==> src/common/pltw_pkg.sv <==
// Constants and types for the program memory long write controller
package pltw_pkg;

  // ****************************************
  // Core interrupt sources, highest priority first
  // ****************************************
  localparam int CORE_SRC_N = 3;
  localparam int SRC_EXT_PIN = 0;
  localparam int SRC_TIMER0_OVERFLOW_SOURCE_OVF = 1;
  localparam int SRC_TIMER0_OVERFLOW_SOURCE_CKI = 2;

  // ****************************************
  // Timing and reset values
  // ****************************************
  localparam logic [1:0] SHORT_WRITE_CYCLES = 2'h2;
  localparam logic [1:0] SHORT_CNT_RESET = 2'h0;
  localparam logic [2:0] VPP_SYNC_RESET = 3'h0;

  typedef enum logic [1:0] {
    ST_IDLE,
    ST_LONG_WRITE,
    ST_SHORT_WRITE
  } pltw_state_t;

endpackage

==> src/common/pltw_prio_if.sv <==
// Interface between the controller and the core source priority picker
`timescale 1ns/1ps
interface pltw_prio_if;
  import pltw_pkg::*;

  logic [CORE_SRC_N-1:0] enable;
  logic [CORE_SRC_N-1:0] flag;
  logic [CORE_SRC_N-1:0] select;
  logic                  any;

  modport ctrl (output enable, output flag, input select, input any);
  modport prio (input enable, input flag, output select, output any);
endinterface

==> src/core/pltw_prio.sv <==
// Priority picker for the core interrupt sources
`timescale 1ns/1ps
module pltw_prio (
  pltw_prio_if.prio pif
);
  import pltw_pkg::*;

  logic [CORE_SRC_N-1:0] pend;
  logic [CORE_SRC_N:0]   higher;

  // ****************************************
  // One-hot pick of the first pending source
  // ****************************************
  assign higher[0] = 1'b0;
  genvar i;
  generate
    for (i = 0; i < CORE_SRC_N; i++) begin : g_src
      assign pend[i]       = pif.enable[i] & pif.flag[i];
      assign pif.select[i] = pend[i] & ~higher[i];
      assign higher[i+1]   = higher[i] | pend[i];
    end
  endgenerate

  assign pif.any = higher[CORE_SRC_N];
endmodule // pltw_prio

==> src/core/pltw_ctrl.sv <==
// Long write control for table writes into internal program memory
`timescale 1ns/1ps
// Summary of operation
// - Table write starts long write, halting execution
// - Only enabled interrupt or reset ends it
// - Source ends write only if enabled and flagged
// - Global disable never gates termination
// - Global disable clear vectors, set does not
// - Core source ending write gets flag cleared
// - Core source, disable clear: vector, clear flag
// - Core source, disable set: resume, clear flag
// - Peripheral flag stays set, even when vectoring
// - Peripheral, disable set: resume, flag kept
// - Pending interrupt at issue: write becomes no-op
// - No programming voltage: two-cycle write, no change
module pltw_ctrl #(
  parameter int PERIPH_N = 16
) (
  input  wire logic                              REF_CLK,
  input  wire logic                              SYS_RST,
  input  wire logic                              TABLE_WRITE_INSTR,
  input  wire logic                              CLEAR_PROGRAM_VOLTAGE_PIN,
  input  wire logic                              GLOBAL_INTERRUPT_DISABLE,
  input  wire logic [pltw_pkg::CORE_SRC_N-1:0]   CORE_INT_ENABLE,
  input  wire logic [pltw_pkg::CORE_SRC_N-1:0]   CORE_INT_FLAG,
  input  wire logic [PERIPH_N-1:0]               PERIPH_INT_ENABLE,
  input  wire logic [PERIPH_N-1:0]               PERIPH_INT_FLAG,
  output logic                                   EXEC_HALT,
  output logic                                   PROG_WRITE_ENABLE,
  output logic                                   WRITE_DONE,
  output logic                                   VECTOR_REQ,
  output logic                                   RESUME_NEXT,
  output logic                                   WRITE_ABORTED,
  output logic [pltw_pkg::CORE_SRC_N-1:0]        CORE_FLAG_CLEAR
);
  import pltw_pkg::*;

  pltw_prio_if pif ();

  pltw_state_t           state_reg, state_next;
  logic [1:0]            short_cnt_reg, short_cnt_next;
  logic [2:0]            vpp_sync_reg;
  logic                  vpp_ok_reg;
  logic                  done_reg, vector_reg, resume_reg, abort_reg;
  logic [CORE_SRC_N-1:0] clear_reg;

  // ****************************************
  // Pending source decode
  // ****************************************
  assign pif.enable = CORE_INT_ENABLE;
  assign pif.flag   = CORE_INT_FLAG;

  pltw_prio u_prio (
    .pif (pif)
  );

  wire periph_any = |(PERIPH_INT_ENABLE & PERIPH_INT_FLAG);
  wire pend_any   = pif.any | periph_any;
  wire in_idle    = (state_reg == ST_IDLE);
  wire in_long    = (state_reg == ST_LONG_WRITE);
  wire in_short   = (state_reg == ST_SHORT_WRITE);
  wire start_req  = in_idle & TABLE_WRITE_INSTR;
  wire abort_now  = start_req & pend_any;
  wire start_long = start_req & ~pend_any & vpp_ok_reg;
  wire start_shrt = start_req & ~pend_any & ~vpp_ok_reg;
  wire end_long   = in_long & pend_any;
  wire end_short  = in_short & (short_cnt_reg == SHORT_WRITE_CYCLES - 2'h1);
  wire vector_now = end_long & ~GLOBAL_INTERRUPT_DISABLE;
  wire resume_now = (end_long & GLOBAL_INTERRUPT_DISABLE) | end_short;
  wire clear_now  = end_long | abort_now;
  // Peripheral flags are never touched; only core picks clear
  wire [CORE_SRC_N-1:0] clear_sel = clear_now ? pif.select : '0;

  // ****************************************
  // Programming voltage synchroniser
  // ****************************************
  always_ff @(posedge REF_CLK or posedge SYS_RST) begin
    if (SYS_RST) begin
      vpp_sync_reg <= VPP_SYNC_RESET;
    end else begin
      vpp_sync_reg <= {vpp_sync_reg[1:0], CLEAR_PROGRAM_VOLTAGE_PIN};
    end
  end

  // Level accepted once second and third stages agree
  always_ff @(posedge REF_CLK or posedge SYS_RST) begin
    if (SYS_RST) begin
      vpp_ok_reg <= 1'b0;
    end else if (vpp_sync_reg[1] == vpp_sync_reg[2]) begin
      vpp_ok_reg <= vpp_sync_reg[2];
    end
  end

  // ****************************************
  // Write sequencer
  // ****************************************
  always_comb begin
    state_next     = state_reg;
    short_cnt_next = SHORT_CNT_RESET;
    case (state_reg)
      ST_IDLE: begin
        if (start_long) begin
          state_next = ST_LONG_WRITE;
        end else if (start_shrt) begin
          state_next = ST_SHORT_WRITE;
        end
      end
      ST_LONG_WRITE: begin
        if (end_long) begin
          state_next = ST_IDLE;
        end
      end
      ST_SHORT_WRITE: begin
        if (end_short) begin
          state_next = ST_IDLE;
        end else begin
          short_cnt_next = short_cnt_reg + 2'h1;
        end
      end
      default: begin
        state_next = ST_IDLE;
      end
    endcase
  end

  always_ff @(posedge REF_CLK or posedge SYS_RST) begin
    if (SYS_RST) begin
      state_reg     <= ST_IDLE;
      short_cnt_reg <= SHORT_CNT_RESET;
    end else begin
      state_reg     <= state_next;
      short_cnt_reg <= short_cnt_next;
    end
  end

  // ****************************************
  // Completion pulses
  // ****************************************
  always_ff @(posedge REF_CLK or posedge SYS_RST) begin
    if (SYS_RST) begin
      done_reg   <= 1'b0;
      vector_reg <= 1'b0;
      resume_reg <= 1'b0;
      abort_reg  <= 1'b0;
      clear_reg  <= '0;
    end else begin
      done_reg   <= end_long | end_short;
      vector_reg <= vector_now;
      resume_reg <= resume_now;
      abort_reg  <= abort_now;
      clear_reg  <= clear_sel;
    end
  end

  assign EXEC_HALT         = ~in_idle;
  assign PROG_WRITE_ENABLE = in_long;
  assign WRITE_DONE        = done_reg;
  assign VECTOR_REQ        = vector_reg;
  assign RESUME_NEXT       = resume_reg;
  assign WRITE_ABORTED     = abort_reg;
  assign CORE_FLAG_CLEAR   = clear_reg;
endmodule // pltw_ctrl

==> config.mk <==
export PLATFORM = sky130hd
export DESIGN_NAME = pltw_ctrl
export DESIGN_NICKNAME = d
export VERILOG_FILES = /design/src/common/pltw_pkg.sv /design/src/common/pltw_prio_if.sv /design/src/core/pltw_prio.sv /design/src/core/pltw_ctrl.sv
export SDC_FILE = /design/constraint.sdc
export NUM_CORES = 1
export LEC_CHECK = 0
export ABC_CLOCK_PERIOD_IN_PS = 3320
export BUFFER_PORTS_ARGS = -buffer_cell sky130_fd_sc_hd__clkbuf_2
export CAP_MARGIN = 20
export CORE_AREA = 5 5 47 49
export CTS_CLUSTER_DIAMETER = 50
export DETAILED_ROUTE_END_ITERATION = 8
export DIE_AREA = 0 0 52 54
export PLACE_DENSITY = 0.85
export SYNTH_ARGS = -nofsm -noshare
export SYNTH_HDL_FRONTEND = slang
export SYNTH_HIERARCHICAL = 1
export SYNTH_SLANG_ARGS = --single-unit
==> constraint.sdc <==
create_clock -name REF_CLK -period 3.32 [get_ports REF_CLK]
set_clock_uncertainty 0.15 [all_clocks]
set_input_delay 0.166 -clock REF_CLK [delete_from_list [all_inputs] [get_ports REF_CLK]]
set_output_delay 0.166 -clock REF_CLK [all_outputs]
set_load 0.03 [all_outputs]
# Yosys cells after proc, flatten, opt, wreduce, memory -nomap -nowiden
# Cells that the tools add are included.
[totals]
output_inout_bits = 9
reg_bits = 15
[op_classes]
add_sub_neg = 1
muxes = 8
bitwise_logic = 27
n_eq_ne = 7
n_reduce_logical = 3
[op_table]
columns = ["op", "count"]
rows = [
  ["AND 16 bit", 1],
  ["OR reduction 16 bit", 1],
  ["AND 1 bit", 14],
  ["two-way mux 2 bit", 6],
  ["NOT 1 bit", 6],
  ["bitwise OR 1 bit", 6],
  ["case mux 2 bit (3 select lines)", 1],
  ["equality test 2 x 1 -> 1 bit, second input constant", 2],
  ["!= test 2 x 1 -> 1 bit, second input constant", 2],
  ["two-way mux 3 bit", 1],
  ["!= test 3 x 1 -> 1 bit, second input constant", 1],
  ["AND reduction 3 bit", 1],
  ["adder 2 x 1 -> 2 bit, second input constant", 1],
  ["equality test 2 bit, second input constant", 1],
  ["zero test 2 bit", 1],
  ["equality test 1 bit", 1],
]

# Longest topological paths before layout
[logic_depth]
word_depth = 10
ltp_mapped = 7
ltp_nobuf = 7

# Hierarchy
# The synthesis kept the hierarchy.
[by_module_without_submodules]
columns = ["mod", "n_inst", "seq_area_each_um2", "area_per_inst_um2", "cells_each"]
rows = [
  ["pltw_ctrl", 1, 375.4, 613.1, 51],
  ["pltw_prio", 1, 0.0, 38.8, 7],
]

# Worst setup path before layout
# Ideal clock, no wire load.
[synth_timing]
path_kind = "register to register"
start = "reg state_reg[1]"
end = "reg vector_reg, in the netlist VECTOR_REQ"
arrival_ns = 1.239
setup_time_ns = 0.068
path_buffers = 0
required_time_ns = 3.102
stages_incl_launch_ff = 3
path_slack_ns = 1.863
synth_period_minus_slack_ns = 1.457
cell_sequence = "dfrtp_1 > nor2b_1 > and3b_2"
[synth_between]
elab_chain_len = 3
[synth_lines]
columns = ["item", "line", "text"]
rows = [
  ["start, declared", "pltw_ctrl.sv:40", "pltw_state_t state_reg, state_next;"],
  ["start signal, assigned", "pltw_ctrl.sv:131", "state_reg <= state_next;"],
  ["equality test 2 x 1 -> 1 bit", "pltw_ctrl.sv:60", "wire in_long = (state_reg == ST_LONG_WRITE);"],
  ["net PROG_WRITE_ENABLE", "pltw_ctrl.sv:29", "output logic PROG_WRITE_ENABLE,"],
  ["AND 1 bit", "pltw_ctrl.sv:66", "wire end_long = in_long & pend_any;"],
  ["AND 1 bit", "pltw_ctrl.sv:68", "wire vector_now = end_long & ~GLOBAL_INTERRUPT_DISABLE;"],
  ["net vector_now", "pltw_ctrl.sv:68", ""],
  ["end signal, assigned", "pltw_ctrl.sv:148", "vector_reg <= vector_now;"],
  ["end, declared", "pltw_ctrl.sv:44", "logic done_reg, vector_reg, resume_reg, abort_reg;"],
]
# The timed path passes the listed nets, and every way through them passes these cells.
# A chain may end at the register's enable or synchronous reset.

# Worst setup path in the final report
[layout_timing]
start = "reg state_reg[1]"
end = "out PROG_WRITE_ENABLE"
[layout_between]
elab_chain_len = 1
[layout_lines]
columns = ["item", "line"]
rows = [
  ["equality test 2 x 1 -> 1 bit", "pltw_ctrl.sv:60"],
  ["end, declared", "pltw_ctrl.sv:29"],
]
# Every way passes these cells.

==> results.ini <==
[routing]
wl_um=1600
first_iter_violations=9
vias_per_cell=4.51
post_drt_wl_per_cell_um=11.2
drc=0
vias=645
ant_nets=0
drt_first_pass_iters=4

[cts]
cts_resized=0
htreeDepth=1
cts_buffer_depth=2
clockRootBuffer=clkbuf_4
cts_tree=built
clk_pin_slew_ns=0.07
numCtsBuffers=3
clock_latency_ns=0.27
cts_sinks=15

[sta]
max_freq_mhz=655
worstMarginPinSlew_ns=0.541
hold_ws_ns=0.0328
fin_crit_ns=1.53
period_share_pct=46.0
relSlewSlack_pct=63.9
finalHoldViolCount=0
drv_slew=0
setup_viol=0
rsz0062_at_grt=false
fin_tns_setup_ns=0

[layout]
layout-drive-gt1-share_pct=56.9
nNetsFinal=160
fillers=162
final_cell_area_um2=997
fin_util_pct=54.7
diodes=0
area_delta_synth_final_pct=53.0

[yosys]
yosysMostFrequentCell=dfrtp_1
synth-xor-area-share_pct=0
syn_area_um2=652
ys_async_sr_fraction_pct=100
synth_top_family_by_area=simple AND/OR/NAND/NOR gates
synth_compound_area_share_pct=16.1
seq_area_frac_synth_pct=57.6
yosysWarnings=6
yosys_register_bits=15
synth_area_leaders=dfrtp_1 58%, a22oi_1 6.9%, and3_2 3.5%
syn_avg_cell_area_um2=11.2
syn-num-nets=101
synth_edf_count=0
synth.top_cell.area_share_pct=57.6
synth-simple-area-share_pct=23.0
synth_common_cells=15 x dfrtp_1, 6 x a22oi_1, 6 x nor2_1
yosysTopAreaCell=dfrtp_1
synth_flop_cell=dfrtp_1
synthDistinctLibCells=22
synth_mux_area_share_pct=0
synthAdderAreaFrac_pct=1.54
synth_cells=58

[floorplan]
die_area_um2=2810
rows=16
ios=52
die_h_um=54
core-area_um2=1820
die_w_um=52
start_util_pct=35.8

[global_route]
overflow=0
grt_start_max_net_pins=16
first_global_vias=719
antenna_found_initial=0
grt_usage_pct=13.3
grt_pass1_wl_um=2750

[worst_setup_path]
required_ns=3.00
worstSetupPathType=flop to output port
cp-start-kind=flop
crit_fanout=5
endpoint_kind=output port
worstPathArrival_ns=1.21

[run_status]
status=finished clean

[placement]
gp_congestion=0.829
io_buffers=51
dp_hpwl_um=1390
dpl_cell_area_um2=941

[worst_hold_path]
hold_path.class=primary input to flop

[power_and_ir_drop]
power_mw=0.356
cellLeakagePower_nw=0.576
vdd_drop_max_mv=0.278
p_per_area_nw_per_um2=357

[flow_run]
drv_cap=0

==> per-stage QoR <==
stage | instances | setup WS [ns]
floorplan | 58 | 1.86
global placement | 136 | 1.81
detailed placement | 136 | 1.77
CTS | 143 | 1.78
global route | 143 | 1.71
finish | 143 | 1.79
==> metal layers <==
| layer | up-vias | global-route usage, % | routed length [um] |
|---|---|---|---|
| li1 | 321 | - | - |
| met1 | 301 | 11.3 | 553 |
| met2 | 21 | 25.9 | 952 |
| met3 | 2 | 5.82 | 84 |
| met4 | 0 | 6.55 | 14 |
| met5 | - | 0 | 0 |
==> cell usage in the layout, fill, tap and decap left out, drive strengths merged <==
| cell type | n |
|---|---|
| clkbuf | 55 |
| dfrtp | 15 |
| nand2 | 7 |
| nor2 | 6 |
| a22oi | 6 |
| nor2b | 3 |
| and3 | 3 |
| dlygate4sd3 | 3 |
| inv | 3 |
| a21oi | 2 |
| nand3 | 2 |
| nand2b | 1 |
| a222oi | 1 |
| nor3 | 1 |
| and3b | 1 |
| a31o | 1 |
| a21o | 1 |
| and2 | 1 |
| o32ai | 1 |
| maj3 | 1 |
| a31oi | 1 |
| nor3b | 1 |
==> cell type report <==
| class | instances | area (um2) | area share, % |
|---|---|---|---|
| Clock buffer | 4 | 26.3 | 2.63 |
| Timing Repair Buffer | 54 | 285 | 28.6 |
| Tap cell | 27 | 33.8 | 3.39 |
| Inverter | 3 | 11.3 | 1.13 |
| Sequential cell | 15 | 375 | 37.6 |
| Multi-Input combinational cell | 40 | 265 | 26.6 |
==> power breakdown <==
group          switching [mW]  internal, mW  leakage, nW  total [mW]
registers             0.00402         0.190        0.197       0.194
clock network          0.0494        0.0465       0.0150      0.0959
logic                  0.0321        0.0336        0.364      0.0657
==> final timing paths <==
path,start,endpoint,slack [ns],cells past startpoint
max,state_reg[1],PROG_WRITE_ENABLE,1.79,2
min,TABLE_WRITE_INSTR,WRITE_ABORTED,0.03,3
max reg2reg,state_reg[1],state_reg[1],2.17,3
min reg2reg,vpp_sync_reg[0],vpp_sync_reg[1],0.21,0
max in group asynchronous,SYS_RST,WRITE_ABORTED,2.35,3
min in group asynchronous,SYS_RST,WRITE_DONE,0.31,3
==> logic make-up (layout without fill, tap and decap cells) <==
group | count (synthesis) | after routing
flops | 15 | 15
buf+inv | 3 | 61
compound gates | 13 | 13
fa+ha+maj | 1 | 1
simple gates | 26 | 26
==> timing repair <==
action / in CTS / in global routing
buffers inserted: 0 / 0
hold endpoints to repair: 17 / 0
hold buffers: 3 / 0
==> critical path, cell delays in order (launching register included) <==
cell      delay (ns)
dfrtp_1         0.41
nor2b_1         0.26
clkbuf_2        0.27
Note: power is estimated with default switching activity, not from simulation.
